### src/pkg/pfs_pkg.sv
// Package: register map, field positions and timing for the fault supervisor
package pfs_pkg;
   // Clock and timing
   localparam int unsigned CLK_HZ = 250_000_000;
   localparam int unsigned OT_HOLD_MS = 1000;
   localparam int unsigned HB_HALF_MS = 500;
   localparam int unsigned OT_HOLD_CYC = CLK_HZ / 1000 * OT_HOLD_MS;
   localparam int unsigned HB_HALF_CYC = CLK_HZ / 1000 * HB_HALF_MS;
   localparam int unsigned CNT_W = 32;
   localparam int unsigned SPI_DIV = 8;
   localparam int unsigned SPI_BITS = 32;

   // Register byte addresses
   localparam logic [7:0] ADDR_CTRL = 8'h00;
   localparam logic [7:0] ADDR_FAULT = 8'h04;
   localparam logic [7:0] ADDR_MASK = 8'h08;
   localparam logic [7:0] ADDR_STATE = 8'h0c;
   localparam logic [7:0] ADDR_TEMP = 8'h10;
   localparam logic [7:0] ADDR_THR = 8'h14;
   localparam logic [7:0] ADDR_AUXRD = 8'h18;
   localparam logic [7:0] ADDR_TCRD = 8'h1c;
   localparam logic [7:0] ADDR_PMSEL = 8'h20;
   localparam logic [7:0] ADDR_PMDAT = 8'h24;

   // Control fields
   localparam int unsigned CTRL_OUT_EN = 0;
   localparam int unsigned CTRL_CC_MODE = 1;
   localparam int unsigned CTRL_DIAG_OK = 2;
   localparam int unsigned CTRL_TC_GO = 3;

   // Fault/event bit positions, common to status and mask
   localparam int unsigned EV_OT = 0;
   localparam int unsigned EV_DCL = 1;
   localparam int unsigned EV_ILK = 2;
   localparam int unsigned EV_TC = 3;
   localparam int unsigned EV_W = 4;

   // Reset values
   localparam logic [15:0] OT_THR_RST = 16'd80;
   localparam int unsigned PM_N = 4;
   localparam logic [31:0] PM_VAL_RST = 32'h0000_0001;
   localparam int unsigned PM_AUX_SCALE = 0;
   // Entry word: [31:24] address, [23:8] name code, [7:0] privilege
   localparam logic [31:0] PM_ID0 = 32'h0000_5301;
   localparam logic [31:0] PM_ID1 = 32'h0100_5402;
   localparam logic [31:0] PM_ID2 = 32'h0200_5502;
   localparam logic [31:0] PM_ID3 = 32'h0300_5603;
   localparam logic [7:0] PM_RO_BIT = 8'h80;

   typedef enum logic [1:0] {
      SPI_IDLE = 2'b00,
      SPI_SHIFT = 2'b01,
      SPI_DONE = 2'b11
   } pfs_spi_type;
endpackage

### src/rtl/pfs_top.sv
// Protection fault supervisor with indicators, parameter memory and SPI
`timescale 1ns/1ps
module pfs_top #(
   parameter int unsigned OT_HOLD = pfs_pkg::OT_HOLD_CYC,
   parameter int unsigned HB_HALF = pfs_pkg::HB_HALF_CYC
) (
   input wire logic clk_i,
   input wire logic rst_i,
   input wire logic wb_cyc_i,
   input wire logic wb_stb_i,
   input wire logic wb_we_i,
   input wire logic [7:0] wb_adr_i,
   input wire logic [3:0] wb_sel_i,
   input wire logic [31:0] wb_dat_i,
   output logic [31:0] wb_dat_o,
   output logic wb_ack_o,
   input wire logic [15:0] temp_i,
   input wire logic dcl_under_i,
   input wire logic dcl_over_i,
   input wire logic ilk_closed_n_i,
   input wire logic [15:0] aux_code_i,
   input wire logic aux_valid_i,
   input wire logic spi_miso_i,
   output logic spi_sclk_o,
   output logic spi_cs_n_o,
   output logic out_en_o,
   output logic led_cc_o,
   output logic led_hb_o,
   output logic led_out_o,
   output logic led_alarm_o,
   output logic irq_o
);
   typedef struct packed {
      logic [31:0] rdat;
      logic ack;
      logic [1:0] dcl_s1;
      logic [1:0] dcl_s2;
      logic ilk_s1;
      logic ilk_s2;
      logic miso_s1;
      logic miso_s2;
      logic out_req;
      logic cc_mode;
      logic diag_ok;
      logic [15:0] ot_thr;
      logic [pfs_pkg::CNT_W-1:0] ot_cnt;
      logic [pfs_pkg::CNT_W-1:0] hb_cnt;
      logic hb;
      logic [pfs_pkg::EV_W-1:0] fault;
      logic [pfs_pkg::EV_W-1:0] mask;
      logic out_en;
      logic [47:0] aux_rd;
      logic [pfs_pkg::SPI_BITS-1:0] tc_sh;
      logic [pfs_pkg::SPI_BITS-1:0] tc_rd;
      pfs_pkg::pfs_spi_type spi;
      logic [7:0] spi_bit;
      logic [3:0] spi_div;
      logic sclk;
      logic cs_n;
      logic [1:0] pm_sel;
      logic [pfs_pkg::PM_N-1:0][31:0] pm_val;
      logic led_cc;
      logic led_out;
      logic led_alarm;
      logic irq;
   } pfs_state_type;

   pfs_state_type r;
   pfs_state_type next_r;

   function automatic logic [31:0] pm_id(input logic [1:0] i);
      case (i)
         2'd0: pm_id = pfs_pkg::PM_ID0;
         2'd1: pm_id = pfs_pkg::PM_ID1;
         2'd2: pm_id = pfs_pkg::PM_ID2;
         default: pm_id = pfs_pkg::PM_ID3;
      endcase
   endfunction

   function automatic logic [31:0] merge(input logic [31:0] old,
         input logic [31:0] nw, input logic [3:0] sel);
      logic [31:0] m;
      m = old;
      for (int b = 0; b < 4; b++) begin
         if (sel[b]) begin
            m[b*8 +: 8] = nw[b*8 +: 8];
         end
      end
      merge = m;
   endfunction

   logic acc;
   logic wr;
   logic ot_hot;
   logic [pfs_pkg::EV_W-1:0] ev;
   logic [pfs_pkg::EV_W-1:0] clr;
   logic [pfs_pkg::EV_W-1:0] cause;
   logic spi_fin;

   always_comb begin
      next_r = r;
      acc = wb_cyc_i && wb_stb_i && !r.ack;
      wr = acc && wb_we_i;
      // ====================================================
      // Synchronisers: stage one only feeds stage two
      next_r.dcl_s1 = {dcl_over_i, dcl_under_i};
      next_r.dcl_s2 = r.dcl_s1;
      next_r.ilk_s1 = ilk_closed_n_i;
      next_r.ilk_s2 = r.ilk_s1;
      next_r.miso_s1 = spi_miso_i;
      next_r.miso_s2 = r.miso_s1;

      // ====================================================
      // Temperature persistence: must stay above for the whole hold time
      ot_hot = temp_i > r.ot_thr;
      if (!ot_hot) begin
         next_r.ot_cnt = '0;
      end else if (r.ot_cnt < pfs_pkg::CNT_W'(OT_HOLD)) begin
         next_r.ot_cnt = r.ot_cnt + 1'b1;
      end

      spi_fin = 1'b0;
      ev = '0;
      ev[pfs_pkg::EV_OT] = r.ot_cnt == pfs_pkg::CNT_W'(OT_HOLD - 1) && ot_hot;
      ev[pfs_pkg::EV_DCL] = |r.dcl_s2;
      ev[pfs_pkg::EV_ILK] = !r.ilk_s2;

      // Causes still present block the clear of their bit
      cause = '0;
      cause[pfs_pkg::EV_OT] = temp_i >= r.ot_thr;
      cause[pfs_pkg::EV_DCL] = |r.dcl_s2;
      cause[pfs_pkg::EV_ILK] = !r.ilk_s2;

      // ====================================================
      // Heartbeat, half-period toggle while diag_ok is set, held low otherwise
      if (!r.diag_ok) begin
         next_r.hb_cnt = '0;
         next_r.hb = 1'b0;
      end else if (r.hb_cnt == pfs_pkg::CNT_W'(HB_HALF - 1)) begin
         next_r.hb_cnt = '0;
         next_r.hb = !r.hb;
      end else begin
         next_r.hb_cnt = r.hb_cnt + 1'b1;
      end

      // ====================================================
      // Auxiliary scaling with the retained scale factor
      if (aux_valid_i) begin
         next_r.aux_rd = aux_code_i *
            r.pm_val[pfs_pkg::PM_AUX_SCALE];
      end

      // ====================================================
      // SPI master, mode 0, reads a 32-bit frame
      case (r.spi)
         pfs_pkg::SPI_IDLE: begin
            next_r.cs_n = 1'b1;
            next_r.sclk = 1'b0;
         end
         pfs_pkg::SPI_SHIFT: begin
            next_r.spi_div = r.spi_div + 1'b1;
            if (r.spi_div == 4'(pfs_pkg::SPI_DIV / 2 - 1)) begin
               next_r.sclk = 1'b1;
               next_r.tc_sh = {r.tc_sh[pfs_pkg::SPI_BITS-2:0], r.miso_s2};
            end else if (r.spi_div == 4'(pfs_pkg::SPI_DIV - 1)) begin
               next_r.sclk = 1'b0;
               next_r.spi_div = '0;
               next_r.spi_bit = r.spi_bit + 1'b1;
               if (r.spi_bit == 8'(pfs_pkg::SPI_BITS - 1)) begin
                  next_r.spi = pfs_pkg::SPI_DONE;
               end
            end
         end
         pfs_pkg::SPI_DONE: begin
            next_r.cs_n = 1'b1;
            next_r.tc_rd = r.tc_sh;
            spi_fin = 1'b1;
            next_r.spi = pfs_pkg::SPI_IDLE;
         end
         default: next_r.spi = pfs_pkg::SPI_IDLE;
      endcase
      ev[pfs_pkg::EV_TC] = spi_fin;

      // ====================================================
      // Bus slave, one wait state then ack
      next_r.ack = acc;
      clr = '0;
      if (wr) begin
         case (wb_adr_i)
            pfs_pkg::ADDR_CTRL: begin
               if (wb_sel_i[0]) begin
                  // An enable while a fault is latched is refused, so
                  // clearing the fault never restarts the output by itself
                  next_r.out_req = wb_dat_i[pfs_pkg::CTRL_OUT_EN] &&
                     (r.fault[pfs_pkg::EV_ILK:pfs_pkg::EV_OT] == '0);
                  next_r.cc_mode = wb_dat_i[pfs_pkg::CTRL_CC_MODE];
                  next_r.diag_ok = wb_dat_i[pfs_pkg::CTRL_DIAG_OK];
                  if (wb_dat_i[pfs_pkg::CTRL_TC_GO] &&
                      r.spi == pfs_pkg::SPI_IDLE) begin
                     next_r.spi = pfs_pkg::SPI_SHIFT;
                     next_r.cs_n = 1'b0;
                     next_r.spi_bit = '0;
                     next_r.spi_div = '0;
                  end
               end
            end
            pfs_pkg::ADDR_FAULT: begin
               if (wb_sel_i[0]) begin
                  clr = wb_dat_i[pfs_pkg::EV_W-1:0] & ~cause;
               end
            end
            pfs_pkg::ADDR_MASK: begin
               if (wb_sel_i[0]) begin
                  next_r.mask = wb_dat_i[pfs_pkg::EV_W-1:0];
               end
            end
            pfs_pkg::ADDR_THR: begin
               next_r.ot_thr = 16'(merge({16'h0000, r.ot_thr}, wb_dat_i,
                  wb_sel_i));
            end
            pfs_pkg::ADDR_PMSEL: begin
               if (wb_sel_i[0]) begin
                  next_r.pm_sel = wb_dat_i[1:0];
               end
            end
            pfs_pkg::ADDR_PMDAT: begin
               // Only the value word is storage; the id word has no write path
               if ((pm_id(r.pm_sel) & 32'(pfs_pkg::PM_RO_BIT)) == '0) begin
                  next_r.pm_val[r.pm_sel] = merge(r.pm_val[r.pm_sel],
                     wb_dat_i, wb_sel_i);
               end
            end
            default: begin
            end
         endcase
      end
      // A new fault drops the request; the host must enable again
      if (|ev[pfs_pkg::EV_ILK:pfs_pkg::EV_OT]) begin
         next_r.out_req = 1'b0;
      end
      // Set wins over clear
      next_r.fault = (r.fault & ~clr) | ev;

      // ====================================================
      // Read data, registered together with the ack
      next_r.rdat = '0;
      if (acc && !wb_we_i) begin
         case (wb_adr_i)
            pfs_pkg::ADDR_CTRL: next_r.rdat = {28'h0000000, 1'b0,
               r.diag_ok, r.cc_mode, r.out_req};
            pfs_pkg::ADDR_FAULT: next_r.rdat = 32'(r.fault);
            pfs_pkg::ADDR_MASK: next_r.rdat = 32'(r.mask);
            pfs_pkg::ADDR_STATE: next_r.rdat = {28'h0000000,
               r.hb, r.out_en, r.spi != pfs_pkg::SPI_IDLE, r.ilk_s2};
            pfs_pkg::ADDR_TEMP: next_r.rdat = {16'h0000, temp_i};
            pfs_pkg::ADDR_THR: next_r.rdat = {16'h0000, r.ot_thr};
            pfs_pkg::ADDR_AUXRD: next_r.rdat = r.aux_rd[31:0];
            pfs_pkg::ADDR_TCRD: next_r.rdat = r.tc_rd;
            pfs_pkg::ADDR_PMSEL: next_r.rdat = pm_id(r.pm_sel);
            pfs_pkg::ADDR_PMDAT: next_r.rdat = r.pm_val[r.pm_sel];
            default: next_r.rdat = '0;
         endcase
      end

      // ====================================================
      // Output only while requested and no OT, DCL or ILK fault latched
      next_r.out_en = next_r.out_req &&
         (next_r.fault[pfs_pkg::EV_ILK:pfs_pkg::EV_OT] == '0);
      next_r.led_out = next_r.out_en;
      next_r.led_cc = next_r.cc_mode;
      next_r.led_alarm = |next_r.fault[pfs_pkg::EV_ILK:pfs_pkg::EV_OT];
      next_r.irq = |(next_r.fault & next_r.mask);
   end

   always_ff @(posedge clk_i) begin
      if (rst_i) begin
         r <= '0;
         r.cs_n <= 1'b1;
         r.ilk_s1 <= 1'b1;
         r.ilk_s2 <= 1'b1;
         r.ot_thr <= pfs_pkg::OT_THR_RST;
         r.pm_val <= {pfs_pkg::PM_N{pfs_pkg::PM_VAL_RST}};
      end else begin
         r <= next_r;
      end
   end

   assign wb_dat_o = r.rdat;
   assign wb_ack_o = r.ack;
   assign spi_sclk_o = r.sclk;
   assign spi_cs_n_o = r.cs_n;
   assign out_en_o = r.out_en;
   assign led_cc_o = r.led_cc;
   assign led_hb_o = r.hb;
   assign led_out_o = r.led_out;
   assign led_alarm_o = r.led_alarm;
   assign irq_o = r.irq;
endmodule

### config.mk
export PLATFORM = sky130hd
export DESIGN_NAME = pfs_top
export DESIGN_NICKNAME = d
export VERILOG_FILES = /design/src/pkg/pfs_pkg.sv /design/src/rtl/pfs_top.sv
export SDC_FILE = /design/constraint.sdc
export NUM_CORES = 2
export LEC_CHECK = 0
export ABC_AREA = 1
export ABC_CLOCK_PERIOD_IN_PS = 11270
export BUFFER_PORTS_ARGS = -buffer_cell sky130_fd_sc_hd__buf_2
export CORE_MARGIN = 4
export CORE_UTILIZATION = 45
export CTS_BUF_LIST = sky130_fd_sc_hd__clkbuf_8
export DETAILED_ROUTE_END_ITERATION = 16
export PLACE_DENSITY_LB_ADDON = 0.08
export SLEW_MARGIN = 5
export SYNTH_ARGS = -nofsm -noshare
export SYNTH_HDL_FRONTEND = slang
export SYNTH_SLANG_ARGS = --single-unit
### constraint.sdc
create_clock -name clk_i -period 11.27 [get_ports clk_i]
set_clock_uncertainty 0.1 [all_clocks]
set_input_delay 2.8175 -clock clk_i [delete_from_list [all_inputs] [get_ports clk_i]]
set_output_delay 2.8175 -clock clk_i [all_outputs]
set_load 0.005 [all_outputs]
==> summary.txt <==
Routing
  • WL/cell: 16.8 microns
  • Final ANT Viol Nets: 0
  • Drt via density: 5.09
  • Router iterations before antenna repair: 5
  • Number of DRC markers in iteration 0: around 2,000
  • # DRC: 0
  • Vias: 24,793
  • Routed WL: 82,100 microns

Power and ir drop
  • Leakage power: 14.5 nW
  • Clock power frac: 46.7%
  • Sequential power share: 47.6%
  • Max VDD drop: approximately 84 uV
  • Combinational power share: about 5.7%
  • Cell Int Power: approximately 2.1 mW
  • Sw Pwr: a little over 700 uW
  • Switching share of power: between 20 and 30%
  • Total power: 2.85 mW
  • Pwr dens: about 90 nW/um^2

Worst setup path
  • Critical-path top delay cell: buf_2
  • Crit end category: flop
  • Req. time, crit path: 11,680 ps
  • WP data arrival: 8680 ps
  • CP dominant cell by count: fa_1
  • CP Launch Type: input pin
  • R2R setup slack: approximately 4800 ps
  • Reg2reg path depth: 19
  • CP max FO: 32
  • CP delay by family, top: adder cells
  • Buf/Inv on CP: 5
  • Worst reg2reg path endpoint: r[238]
  • Crit Path Category: input pin to flop
  • Worst path max stage delay: 570 ps
  • Crit path cell chain: buf_2 > nand2_1 > fa_1 > fa_1 > fa_1 > inv_1 > fa_1 > fa_1 > inv_1 > fa_1 > inv_1 > ha_1 > a21oi_1 > o21ai_0 > a21oi_1 > nand3_1 > a21o_1 > xor2_1 > o21ai_0 > inv_1

Logic synthesis
  • Mapped Area: about 29,000 sq um
  • Yosys Warn Count: 0
  • Main combinational cell family by area after synthesis: adder cells
  • Compound-Gate Fraction of Synth Area: 14.3%
  • Syn Area/Cell: 7.28 sq um
  • Synthesized net count: 4,478
  • Synth top cells by count: nand2_1, inv_1, dfxtp_1
  • Cell taking the most area after synthesis: dfxtp_1
  • Post-Syn Instances: 3,995
  • Flops & latches, synth: 378
  • Synth Area in Simple Gates: a little under a fifth
  • Asr flop ratio synth: 0%
  • Share of the synthesized area in the top cell type: 26.0%
  • Multiplexer share of the synthesized area: 0.0387%
  • Synth top area cells: dfxtp_1, fa_1, nand2_1
  • Post-synthesis xor/xnor area fraction: 1.66%
  • Post-synthesis adder-cell area fraction: about a quarter
  • Synth cell types: 59
  • EDFF count, synth: 0
  • Cell with the most instances after synthesis: nand2_1
  • Seq/Total Area, Yosys: a little over a quarter
  • Prevailing post-synth register cell: dfxtp_1

Worst hold path
  • Worst Hold Path EP: r[355]
  • Hold path cells: 2
  • Min-delay worst type: flop to flop
  • Hold path startpoint: next_r[355]

Placement
  • Placed cells: 4,751
  • Buffers on Ports: 126
  • Dpl ws: ~2400 ps
  • Placed Instance Area: 29,900 sq um
  • Gpl congestion: roughly 0.87
  • HPWL after DPL: between 60,000 and 70,000 microns

Layout
  • Layout area overhead: 7.59%
  • Design area: 31,300 sq um
  • Share of layout cells above drive strength 1: under 10%
  • Fin util: roughly half
  • Final #Nets: 4,460
  • Non-Filler Instances: just under 5,000

Global route
  • M3 GR Usage: 3.16%
  • Total global routing overflow: 0
  • Met2 Usage GRT: ~37%
  • Largest net degree at the start of global routing: 71
  • Top Usage Layer GRT: met2
  • First-pass GRT wire length: 134,000 microns
  • Vias in the first global route: 24,225
  • Met1 Track Usage GR: about a third
  • Total track usage: about a quarter
  • Initial antenna violation count: 5

Timing
  • Fmax: 0.121 GHz
  • Period minus WS final: approximately 8300 ps
  • Final Max Slew Viols: 0
  • Final setup viols: 0
  • Final WS setup: 2990 ps
  • Final hold slack: 305 ps
  • Hold Fails Final Rpt: 0
  • RSZ-0062 raised after global routing: false
  • Setup TNS: 0 ps
  • Worst slew margin: 29.0%
  • Slew @ Worst Pin: 1060 ps
  • Final worst-path cycle share: 73.4%

CTS
  • Total CTS buffers: 70
  • H-tree depth: 3
  • CTS Root Cell: clkbuf_8
  • TritonCTS clock tree: yes
  • Worst skew pair latency: 650 ps
  • Clk slew on worst S/H paths: roughly 60 ps
  • Post-CTS Hold Fix Bufs: 0
  • Clock Path Buffers: 3
  • Post-CTS sizing: 0
  • Sink Count: 378
  • Post-CTS Setup Repair Bufs: 0

Status
  • Status: complete, no violations

Floorplan
  • Row Count: 92
  • Ports: 127
  • Die Height: 262 microns
  • Die area: 68,800 sq um
  • Core Region: 63,500 sq um
  • Die W: 262 microns
  • Initial core utilization: 45.8%

Run
  • Max-cap viol count: 0
## cells in the final DEF, fill, tap and decap left out, types with 66 or more instances in the layout
master | Yosys | routed
a21oi_1 | 355 | 355
buf_2 | 24 | 125
clkbuf_8 | 0 | 86
dfxtp_1 | 378 | 377
fa_1 | 304 | 304
ha_1 | 93 | 92
inv_1 | 802 | 824
nand2_1 | 880 | 880
nand3_1 | 66 | 66
nor2_1 | 250 | 250
o21ai_0 | 314 | 314
## how the worst max path moves through the flow
stage | cells past startpoint | to | startpoint
2_1_floorplan | 25 | r[245] | aux_code_i[3]
3_3_place_gp | 20 | r[238] | aux_code_i[1]
3_5_place_dp | 20 | r[238] | aux_code_i[1]
4_1_cts | 20 | r[238] | aux_code_i[1]
5_1_grt | 20 | r[238] | aux_code_i[1]
6_report | 20 | r[238] | aux_code_i[1]
## logic make-up (layout without fill, tap and decap cells)
logic type      after synthesis  after routing
compound gates              776            776
xor+xnor                     55             55
fa+ha+maj                   397            397
buf+inv                    1053           1082
flops                       378            378
mux                           1              1
other cells                   0              2
simple gates               1335           1335
## area by class of cell
| type | count | area, sq um |
|---|---|---|
| fill | 6591 | 32200 |
| multi-input combinational | 2564 | 17400 |
| sequential | 378 | 7570 |
| inverter | 811 | 3050 |
| clock buffer | 86 | 1180 |
| tap | 846 | 1060 |
| timing repair buffer | 152 | 828 |
| clock inverter | 33 | 215 |
| antenna | 2 | 5.00 |
## worst reg2reg max path: cells and delay by family (launching register included)
kind / cells / cell delay, ps
DFF: 1 / 960
and+or+nand+nor: 2 / 420
buffers and inverters: 4 / 210
AOI/OAI and AO/OA: 5 / 1090
xor gates and xnor gates: 1 / 160
adders and majority gates: 7 / 3400
## power by group through the flow
stage | sequential (mW) | clock [mW] | combinational, mW
after floorplan | 1.38 | 0 | 0.0995
after global placement | 1.38 | 0 | 0.161
after detailed placement | 1.38 | 0 | 0.160
after CTS | 1.35 | 1.37 | 0.162
after global routing | 1.35 | 1.43 | 0.182
final | 1.35 | 1.33 | 0.162
## routing by layer
layer	wire length (microns)	up-vias
met5	21	-
met4	1610	4
met3	4700	108
met2	35800	671
met1	40000	11760
li1	-	12250
No activity file was read; power rests on OpenSTA's default activity.
